==> src/design/scd_params.svh <==
// constants of the command decoder: field positions, widths, reset values
`ifndef SCD_PARAMS_SVH
`define SCD_PARAMS_SVH
`define SCD_ADDR_W        12
`define SCD_ROW_W         12
`define SCD_COL16_W       9
`define SCD_COL32_W       8
`define SCD_OPC_W         11
`define SCD_PRE_BIT       10
`define SCD_RSV_BIT       11
`define SCD_NBANK         4
`define SCD_DQ_W          32
`define SCD_MASK_W        4
`define SCD_READ_MASK_DLY 2
`define SCD_REFROW_RST    12'h000
`define SCD_MODE_RST      12'h000
`endif

==> src/design/scd_pkg.sv <==
// types shared by the command decoder
package scd_pkg;
  typedef enum logic [3:0] {
    SCD_CMD_INHIBIT   = 4'h0,
    SCD_CMD_NOP       = 4'h1,
    SCD_CMD_ACTIVATE  = 4'h2,
    SCD_CMD_READ      = 4'h3,
    SCD_CMD_WRITE     = 4'h4,
    SCD_CMD_BURST_END = 4'h5,
    SCD_CMD_PRECHARGE = 4'h6,
    SCD_CMD_AUTO_REF  = 4'h7,
    SCD_CMD_SELF_REF  = 4'h8,
    SCD_CMD_MODE_LOAD = 4'h9,
    SCD_CMD_EXT_LOAD  = 4'hA,
    SCD_CMD_RSV_LOAD  = 4'hB
  } scd_cmd_t;

  // one decoded command with its operands
  typedef struct packed {
    scd_cmd_t    cmd;
    logic [1:0]  bank;
    logic [11:0] row;
    logic [8:0]  col;
    logic        auto_pre;
    logic        all_banks;
  } scd_dec_t;

  // command pins as sampled
  typedef struct packed {
    logic        cs_n;
    logic        ras_n;
    logic        cas_n;
    logic        we_n;
    logic        cke;
    logic        bank_sel_hi;
    logic        bank_sel_lo;
    logic [11:0] addr;
  } scd_pins_t;
endpackage

==> src/design/scd_command_decoder.sv <==
// command decode front end of a four-bank synchronous dram
`timescale 1ns/1ps
`include "scd_params.svh"

module scd_command_decoder (
  input  wire logic                       clk,
  input  wire logic                       arst_n,
  input  wire logic                       clk_en,
  input  wire logic                       org_x32,
  input  wire logic                       cs_n,
  input  wire logic                       ras_n,
  input  wire logic                       cas_n,
  input  wire logic                       we_n,
  input  wire logic                       cke,
  input  wire logic                       bank_sel_lo,
  input  wire logic                       bank_sel_hi,
  input  wire logic [`SCD_ADDR_W-1:0]     addr,
  input  wire logic                       lower_byte_mask,
  input  wire logic                       upper_byte_mask,
  input  wire logic                       lane0_mask,
  input  wire logic                       lane1_mask,
  input  wire logic                       lane2_mask,
  input  wire logic                       lane3_mask,
  output scd_pkg::scd_dec_t               dec_out,
  output logic                            dec_valid,
  output logic [`SCD_ROW_W-1:0]           refresh_row,
  output logic [`SCD_ADDR_W-1:0]          mode_reg,
  output logic [`SCD_ADDR_W-1:0]          ext_mode_reg,
  output logic [`SCD_NBANK-1:0]           bank_open,
  output logic [`SCD_NBANK*`SCD_ROW_W-1:0] open_rows,
  output logic                            self_refresh,
  output logic [`SCD_MASK_W-1:0]          wr_lane_en,
  output logic [`SCD_MASK_W-1:0]          rd_lane_oe
);

  // pin sample chain: pins come from outside, two flops before decode
  scd_pkg::scd_pins_t pins_raw;
  scd_pkg::scd_pins_t pins_s1_q;
  scd_pkg::scd_pins_t pins_q;
  // all six mask pins are synchronised; the lane choice is made after the flops
  logic [`SCD_MASK_W+1:0] mask_raw;
  logic [`SCD_MASK_W+1:0] mask_s1_q;
  logic [`SCD_MASK_W+1:0] mask_q;
  logic [`SCD_MASK_W-1:0] mask_sel;
  logic                   org_s1_q;
  logic                   org_q;

  // lane mapping of the synchronised mask pins per organisation
  // m holds {upper, lower, lane3, lane2, lane1, lane0}
  function automatic logic [`SCD_MASK_W-1:0] lane_masks(input logic                   x32,
                                                         input logic [`SCD_MASK_W+1:0] m);
    if (x32) begin
      return m[`SCD_MASK_W-1:0];
    end
    // x16 uses lanes 0 and 1 only; upper lanes stay blocked
    return {2'h3, m[`SCD_MASK_W+1:`SCD_MASK_W]};
  endfunction

  // muxing raw pins ahead of the flops would let a mode change glitch the lanes
  always_comb begin
    pins_raw = '{cs_n: cs_n, ras_n: ras_n, cas_n: cas_n, we_n: we_n, cke: cke,
                 bank_sel_hi: bank_sel_hi, bank_sel_lo: bank_sel_lo, addr: addr};
    mask_raw = {upper_byte_mask, lower_byte_mask, lane3_mask, lane2_mask, lane1_mask, lane0_mask};
    mask_sel = lane_masks(org_q, mask_q);
  end

  // sampled on rising clock edge
  always_ff @(posedge clk or negedge arst_n) begin
    if (!arst_n) begin
      pins_s1_q <= '{cs_n: 1'b1, ras_n: 1'b1, cas_n: 1'b1, we_n: 1'b1, cke: 1'b1,
                     bank_sel_hi: 1'b0, bank_sel_lo: 1'b0, addr: 12'h000};
      pins_q    <= '{cs_n: 1'b1, ras_n: 1'b1, cas_n: 1'b1, we_n: 1'b1, cke: 1'b1,
                     bank_sel_hi: 1'b0, bank_sel_lo: 1'b0, addr: 12'h000};
      mask_s1_q <= 6'h3F;
      mask_q    <= 6'h3F;
      org_s1_q  <= 1'b0;
      org_q     <= 1'b0;
    end else if (clk_en) begin
      pins_s1_q <= pins_raw;
      pins_q    <= pins_s1_q;
      mask_s1_q <= mask_raw;
      mask_q    <= mask_s1_q;
      org_s1_q  <= org_x32;
      org_q     <= org_s1_q;
    end
  end

  // strobe decode of the synchronised pins
  function automatic scd_pkg::scd_cmd_t decode_cmd(input scd_pkg::scd_pins_t p);
    if (p.cs_n) begin
      return scd_pkg::SCD_CMD_INHIBIT;
    end
    unique case ({p.ras_n, p.cas_n, p.we_n})
      3'b111:  return scd_pkg::SCD_CMD_NOP;
      3'b011:  return scd_pkg::SCD_CMD_ACTIVATE;
      3'b101:  return scd_pkg::SCD_CMD_READ;
      3'b100:  return scd_pkg::SCD_CMD_WRITE;
      3'b110:  return scd_pkg::SCD_CMD_BURST_END;
      3'b010:  return scd_pkg::SCD_CMD_PRECHARGE;
      3'b001:  return p.cke ? scd_pkg::SCD_CMD_AUTO_REF : scd_pkg::SCD_CMD_SELF_REF;
      3'b000: begin
        unique case ({p.bank_sel_hi, p.bank_sel_lo})
          2'b00:   return scd_pkg::SCD_CMD_MODE_LOAD;
          2'b10:   return scd_pkg::SCD_CMD_EXT_LOAD;
          default: return scd_pkg::SCD_CMD_RSV_LOAD;
        endcase
      end
    endcase
  endfunction

  // decoded command and operands for this cycle
  scd_pkg::scd_dec_t dec_now;
  always_comb begin
    dec_now           = '0;
    dec_now.cmd       = decode_cmd(pins_q);
    dec_now.bank      = {pins_q.bank_sel_hi, pins_q.bank_sel_lo};
    dec_now.row       = pins_q.addr;
    // x32 column is eight bits wide; bit 8 forced low
    dec_now.col       = org_q ? {1'b0, pins_q.addr[`SCD_COL32_W-1:0]}
                              : pins_q.addr[`SCD_COL16_W-1:0];
    dec_now.auto_pre  = pins_q.addr[`SCD_PRE_BIT] &&
                        (dec_now.cmd == scd_pkg::SCD_CMD_READ ||
                         dec_now.cmd == scd_pkg::SCD_CMD_WRITE);
    dec_now.all_banks = pins_q.addr[`SCD_PRE_BIT] &&
                        (dec_now.cmd == scd_pkg::SCD_CMD_PRECHARGE);
    if (dec_now.cmd == scd_pkg::SCD_CMD_AUTO_REF || dec_now.cmd == scd_pkg::SCD_CMD_SELF_REF) begin
      // refresh ignores address and bank pins
      dec_now.bank = 2'h0;
      dec_now.row  = refresh_row;
      dec_now.col  = 9'h000;
    end
  end

  // state next values: bank table, mode registers, refresh counter
  logic [`SCD_NBANK-1:0]            bank_open_d;
  logic [`SCD_NBANK*`SCD_ROW_W-1:0] open_rows_d;
  logic [`SCD_ADDR_W-1:0]           mode_reg_d;
  logic [`SCD_ADDR_W-1:0]           ext_mode_reg_d;
  logic [`SCD_ROW_W-1:0]            refresh_row_d;
  logic                             self_refresh_d;
  logic [`SCD_MASK_W-1:0]           rd_pipe1_d;
  logic [`SCD_MASK_W-1:0]           rd_pipe1_q;

  always_comb begin
    bank_open_d    = bank_open;
    open_rows_d    = open_rows;
    mode_reg_d     = mode_reg;
    ext_mode_reg_d = ext_mode_reg;
    refresh_row_d  = refresh_row;
    self_refresh_d = self_refresh;
    // leave self refresh once clock enable returns high
    if (self_refresh && pins_q.cke) begin
      self_refresh_d = 1'b0;
    end
    unique case (dec_now.cmd)
      scd_pkg::SCD_CMD_ACTIVATE: begin
        bank_open_d[dec_now.bank] = 1'b1;
        open_rows_d[dec_now.bank*`SCD_ROW_W +: `SCD_ROW_W] = dec_now.row;
      end
      scd_pkg::SCD_CMD_PRECHARGE: begin
        if (dec_now.all_banks) begin
          bank_open_d = '0;
        end else begin
          bank_open_d[dec_now.bank] = 1'b0;
        end
      end
      scd_pkg::SCD_CMD_AUTO_REF: begin
        refresh_row_d = refresh_row + 12'h001;
      end
      scd_pkg::SCD_CMD_SELF_REF: begin
        self_refresh_d = 1'b1;
      end
      scd_pkg::SCD_CMD_MODE_LOAD: begin
        mode_reg_d = pins_q.addr;
      end
      scd_pkg::SCD_CMD_EXT_LOAD: begin
        ext_mode_reg_d = pins_q.addr;
      end
      default: begin
        // inhibit, nop, read, write, terminate, reserved load: no state change
      end
    endcase
  end

  // registered outputs; masks gate writes at once, read enables two clocks on
  always_ff @(posedge clk or negedge arst_n) begin
    if (!arst_n) begin
      dec_out      <= '0;
      dec_valid    <= 1'b0;
      bank_open    <= '0;
      open_rows    <= '0;
      mode_reg     <= `SCD_MODE_RST;
      ext_mode_reg <= `SCD_MODE_RST;
      refresh_row  <= `SCD_REFROW_RST;
      self_refresh <= 1'b0;
      wr_lane_en   <= '0;
      rd_pipe1_q   <= '0;
      rd_lane_oe   <= '0;
    end else if (clk_en) begin
      dec_out      <= dec_now;
      dec_valid    <= dec_now.cmd != scd_pkg::SCD_CMD_INHIBIT &&
                      dec_now.cmd != scd_pkg::SCD_CMD_NOP;
      bank_open    <= bank_open_d;
      open_rows    <= open_rows_d;
      mode_reg     <= mode_reg_d;
      ext_mode_reg <= ext_mode_reg_d;
      refresh_row  <= refresh_row_d;
      self_refresh <= self_refresh_d;
      wr_lane_en   <= ~mask_sel;
      rd_pipe1_q   <= rd_pipe1_d;
      rd_lane_oe   <= rd_pipe1_q;
    end
  end

  // read enables trail the write enables by two whole clocks
  always_comb begin
    rd_pipe1_d = wr_lane_en;
  end

  // bit 11 of the op-code is kept but has no meaning here
  logic unused_rsv;
  always_comb begin
    unused_rsv = mode_reg[`SCD_RSV_BIT];
  end

  a_inhibit_quiet: assert property (@(posedge clk) disable iff (!arst_n)
    clk_en && pins_q.cs_n |=> !dec_valid && dec_out.cmd == scd_pkg::SCD_CMD_INHIBIT)
    else $error("command taken while deselected");

  a_nop_keeps: assert property (@(posedge clk) disable iff (!arst_n)
    clk_en && dec_now.cmd == scd_pkg::SCD_CMD_NOP |=> $stable(bank_open))
    else $error("nop changed bank state");

  a_read_decode: assert property (@(posedge clk) disable iff (!arst_n)
    clk_en && !pins_q.cs_n && {pins_q.ras_n, pins_q.cas_n, pins_q.we_n} == 3'b101
    |=> dec_out.cmd == scd_pkg::SCD_CMD_READ)
    else $error("read pattern misdecoded");

  a_activate_opens: assert property (@(posedge clk) disable iff (!arst_n)
    clk_en && dec_now.cmd == scd_pkg::SCD_CMD_ACTIVATE
    |=> bank_open[$past(dec_now.bank)] && dec_out.row == $past(pins_q.addr))
    else $error("activate did not open bank");

  a_autopre_once: assert property (@(posedge clk) disable iff (!arst_n)
    clk_en && dec_now.cmd != scd_pkg::SCD_CMD_READ && dec_now.cmd != scd_pkg::SCD_CMD_WRITE
    |=> !dec_out.auto_pre)
    else $error("auto precharge persisted");

  a_pre_all: assert property (@(posedge clk) disable iff (!arst_n)
    clk_en && dec_now.cmd == scd_pkg::SCD_CMD_PRECHARGE && pins_q.addr[`SCD_PRE_BIT]
    |=> bank_open == 4'h0)
    else $error("precharge all left a bank open");

  a_pre_one: assert property (@(posedge clk) disable iff (!arst_n)
    clk_en && dec_now.cmd == scd_pkg::SCD_CMD_PRECHARGE && !pins_q.addr[`SCD_PRE_BIT]
    |=> !bank_open[$past(dec_now.bank)])
    else $error("single bank precharge left bank open");

  a_self_entry: assert property (@(posedge clk) disable iff (!arst_n)
    clk_en && dec_now.cmd == scd_pkg::SCD_CMD_SELF_REF |=> self_refresh && !$past(pins_q.cke))
    else $error("self refresh not entered");

  a_refresh_count: assert property (@(posedge clk) disable iff (!arst_n)
    clk_en && dec_now.cmd == scd_pkg::SCD_CMD_AUTO_REF
    |=> refresh_row == $past(refresh_row) + 12'h001)
    else $error("refresh counter did not advance");

  a_refresh_row: assert property (@(posedge clk) disable iff (!arst_n)
    clk_en && dec_now.cmd == scd_pkg::SCD_CMD_AUTO_REF |=> dec_out.row == $past(refresh_row))
    else $error("refresh row not from counter");

  a_ext_load: assert property (@(posedge clk) disable iff (!arst_n)
    clk_en && dec_now.cmd == scd_pkg::SCD_CMD_EXT_LOAD |=> ext_mode_reg == $past(pins_q.addr)
    && $stable(mode_reg))
    else $error("extended load wrong");

  a_read_mask_lag: assert property (@(posedge clk) disable iff (!arst_n)
    clk_en [*2] |=> rd_lane_oe == $past(wr_lane_en, 2))
    else $error("read mask delay not two clocks");

  a_upper_blocked: assert property (@(posedge clk) disable iff (!arst_n)
    clk_en && !org_q |=> wr_lane_en[3:2] == 2'h0)
    else $error("x16 enabled an upper lane");

endmodule // scd_command_decoder

==> config.mk <==
export PLATFORM = sky130hd
export DESIGN_NAME = scd_command_decoder
export DESIGN_NICKNAME = d
export VERILOG_FILES = /design/src/design/scd_pkg.sv /design/src/design/scd_command_decoder.sv
export VERILOG_INCLUDE_DIRS = /design/src /design/src/design
export SDC_FILE = /design/constraint.sdc
export NUM_CORES = 1
export LEC_CHECK = 0
export BUFFER_PORTS_ARGS = -buffer_cell sky130_fd_sc_hd__buf_2
export CAP_MARGIN = 10
export CORE_ASPECT_RATIO = 0.75
export CORE_MARGIN = 5
export CORE_UTILIZATION = 50
export CTS_CLUSTER_DIAMETER = 60
export DETAILED_ROUTE_END_ITERATION = 12
export PLACE_DENSITY = 0.79
export SYNTH_ARGS = -nofsm -noshare
export SYNTH_HDL_FRONTEND = slang
export SYNTH_SLANG_ARGS = --single-unit
==> constraint.sdc <==
create_clock -name clk -period 2.8 [get_ports clk]
set_input_delay 0.14 -clock clk [delete_from_list [all_inputs] [get_ports clk]]
set_output_delay 0.14 -clock clk [all_outputs]
set_load 0.01 [all_outputs]
==> impl_metrics.tcl <==
set metrics [dict create \
    status "finished clean" \
    synth_top_family_by_area "multiplexers" \
    netlist_top_cells_count "dfrtp_1 (161), mux2_2 (106), nor2_1 (44)" \
    hold_viol 0 \
    gp_congestion 0.9249 \
    viasPerCell 5.713 \
    place.port_buffers 155 \
    cp-start-kind "flop" \
    power_frac_seq 0.441 \
    grt_usage 0.2385 \
    slowest_stage "dfstp_2" \
    swShare 0.3135 \
    synth_compound_area_frac 0.1013 \
    ant_nets 0 \
    top_regs "open_rows (48), dec_out (29)" \
    peakVddDrop_mv 0.7245 \
    synth.area.mux_share 0.1733 \
    synth_edf_count 0 \
    clockBufferDepth 2 \
    avgRoutedWirePerCell_um 20.41 \
    clock_latency_ns 0.43 \
    drtIter0Drc 552 \
    setup.worst_path.class "reg -> reg" \
    cts_tree "done" \
    hpwlAfterDp_um 15410 \
    mappedNetlistArea_mm2 0.008099 \
    cp_top_family "simple AND/OR/NAND/NOR gates" \
    syn_inst 677 \
    cp_slowest_stage_delay_ns 0.64 \
    dieArea_mm2 0.01887 \
    ioPinCount 156 \
    synthFlopType "dfrtp_1" \
    yosysWarnings 0 \
    area_growth_pct 24.59 \
    synthAdderAreaFrac 0.01390 \
    clk_pin_slew_ns 0.07 \
    syn_avg_cell_area_um2 11.96 \
    synthXorXnorAreaFrac 0.01190 \
    required_ns 3.17 \
    crit_buf_inv 1 \
    n_antenna_cell 0 \
    switchingPower_uw 2497 \
    grt_pass1_vias 6155 \
    cts-root-buf "clkbuf_16" \
    dr.pass1.iters 5 \
    powerDensity_mw_per_mm2 789.3 \
    placeableCoreArea_mm2 0.01597 \
    rsz0062_at_grt "no" \
    fin_crit_sh 0.9533 \
    antenna_found_initial 0 \
    num_vias 6187 \
    max_slew.worst_pin.slew_ns 1.114 \
    end_kind "flop" \
    clkPwrFrac 0.314 \
    dp_cells 1023 \
    htreeDepth 4 \
    clock.fmax_mhz 374.6 \
    crit_arrival_ns 3.04 \
    holdCritPathClass "in -> reg" \
    dieWidth_um 157.0 \
    synthArstFlopShare 1.000 \
    top_register "open_rows" \
    yosysTopAreaCell "dfrtp_1" \
    finalSetupViolCount 0 \
    initial_utilization 0.5073 \
    largest_register_ffs 48 \
    rows 40 \
    grt_pass1_wl_um 34910 \
    clock_sinks 183 \
    p_int_uw 5468 \
    overflow 0 \
    holdWs_ns 0.1379 \
    post-route-util 0.6321 \
    crit_chain "or4b_4, nand2_1, buf_4, ha_1, nand2b_1, nor2_1, nand4_1, nor3_1, a221o_1" \
    routed_wirelength_um 22110 \
    finalCriticalPeriod_ns 2.669 \
    synth_top_area_frac 0.4975 \
    yosys.area_share.simple 0.08960 \
    synth_area_leaders "dfrtp_1 (50%), mux2_2 (15%), dfstp_2 (7.1%), mux2i_1 (2.6%), o21ai_0 (2.4%)" \
    skew_ns 0.006953 \
    fin_nets 898 \
    numCtsBuffers 17 \
    worstPathMaxFanout 10 \
    yosysSeqAreaShare 0.5688 \
    grt_max_degree 105 \
    slew-limit-headroom 0.2576 \
    die_y_um 120.2 \
    drc 0 \
    instances_no_fill 1083 \
    drive_gt1_frac 0.4066 \
    syn_nets 715 \
    synth.most_common_cell "dfrtp_1" \
    pwr-share-comb 0.245 \
    r2r_slack_ns 0.13 \
    synth.distinct_cells 54 \
    ys_ff_latch 183 \
    drv_cap 0 \
    total_leakage_power_uw 0.004877 \
    finalMaxSlewViolations 0 \
]
==> per-stage QoR <==
stage / setup WS, ns / instance area, µm² / setup TNS, ns / total power, µW
final: 0.1308 / 10090 / 0 / 7965
after global routing: 0.01042 / 10090 / 0 / 8346
after CTS: 0.09751 / 10080 / 0 / 7979
after detailed placement: 0.1400 / 9194 / 0 / 5429
after global placement: 0.1915 / 9194 / 0 / 5364
after floorplan: -0.01268 / 8147 / -0.08824 / 4575
==> power groups by stage <==
| stage | clock network, µW | registers, µW | logic (µW) |
|---|---|---|---|
| after global routing | 2650 | 3570 | 2120 |
| final | 2500 | 3510 | 1950 |
| after global placement | 0 | 3510 | 1850 |
| after CTS | 2530 | 3510 | 1950 |
| after floorplan | 0 | 3620 | 959 |
| after detailed placement | 0 | 3540 | 1890 |
==> worst register-to-register path: stages (launching register included) <==
cell and delay [ns]:
dfstp_2 0.64, or4b_4 0.18, nand2_1 0.11, buf_4 0.19, ha_1 0.32, nand2b_1 0.21
nor2_1 0.22, nand4_1 0.12, nor3_1 0.38, a221o_1 0.23
==> final timing paths <==
path	cells past startpoint	startpoint	endpoint
max	9	pins_q[16]$_DFFE_PN1P_	open_rows[37]$_DFFE_PN0P_
min	2	clk_en	dec_out[27]$_DFFE_PN0P_
max reg2reg	9	pins_q[16]$_DFFE_PN1P_	open_rows[37]$_DFFE_PN0P_
min reg2reg	2	pins_s1_q[0]$_DFFE_PN0P_	pins_q[0]$_DFFE_PN0P_
max in group asynchronous	3	arst_n	pins_s1_q[16]$_DFFE_PN1P_
min in group asynchronous	2	arst_n	open_rows[35]$_DFFE_PN0P_
==> per-layer routing <==
layer | wire length [µm] | GRT usage | part of all wire
met3 | 2388 | 0.07907 | 0.11
met2 | 9921 | 0.3532 | 0.45
met5 | 0 | 0 | 0
met1 | 9397 | 0.3418 | 0.43
met4 | 401 | 0.05745 | 0.018
==> layout by cell type (no fill, tap or decap), types with 7 or more instances in the layout <==
cell type,Yosys,final
and3_1,7,7
nand4_1,7,7
a21oi_1,29,29
nor2_1,44,44
dlygate4sd3_1,0,27
a221o_1,7,7
nand3_1,10,10
ha_1,9,8
o2bb2ai_1,11,11
inv_1,30,30
mux2_2,106,106
dfstp_2,22,22
xnor2_1,8,8
dfrtp_1,161,161
clkbuf_16,0,17
buf_4,0,28
nand2_1,34,34
mux2i_1,21,21
nor3_1,8,7
o21ai_0,39,39
buf_2,17,153
==> cell families (layout without fill, tap and decap cells) <==
logic type | after synthesis | count (layout)
flops | 183 | 183
simple gates | 143 | 143
mux | 127 | 127
compound gates | 126 | 126
buf+inv | 78 | 274
xor+xnor | 11 | 11
fa+ha+maj | 9 | 9
==> layout make-up <==
class | count | area (µm²)
Fill cell | 1230 | 5874
Sequential cell | 183 | 4607
Multi-Input combinational cell | 416 | 3194
Timing Repair Buffer | 211 | 1297
Clock buffer | 20 | 446.7
Tap cell | 210 | 262.8
Clock inverter | 12 | 166.4
Inverter | 31 | 116.4
==> what timing repair did <==
| item | in CTS | in global routing |
|---|---|---|
| endpoints found under the hold margin | 74 | 0 |
| setup buffers | 0 | 1 |
| gates resized for setup | 0 | 1 |
| setup endpoints to repair | 0 | 12 |
| hold buffers | 27 | 0 |
(Power assumes the default switching activity.)
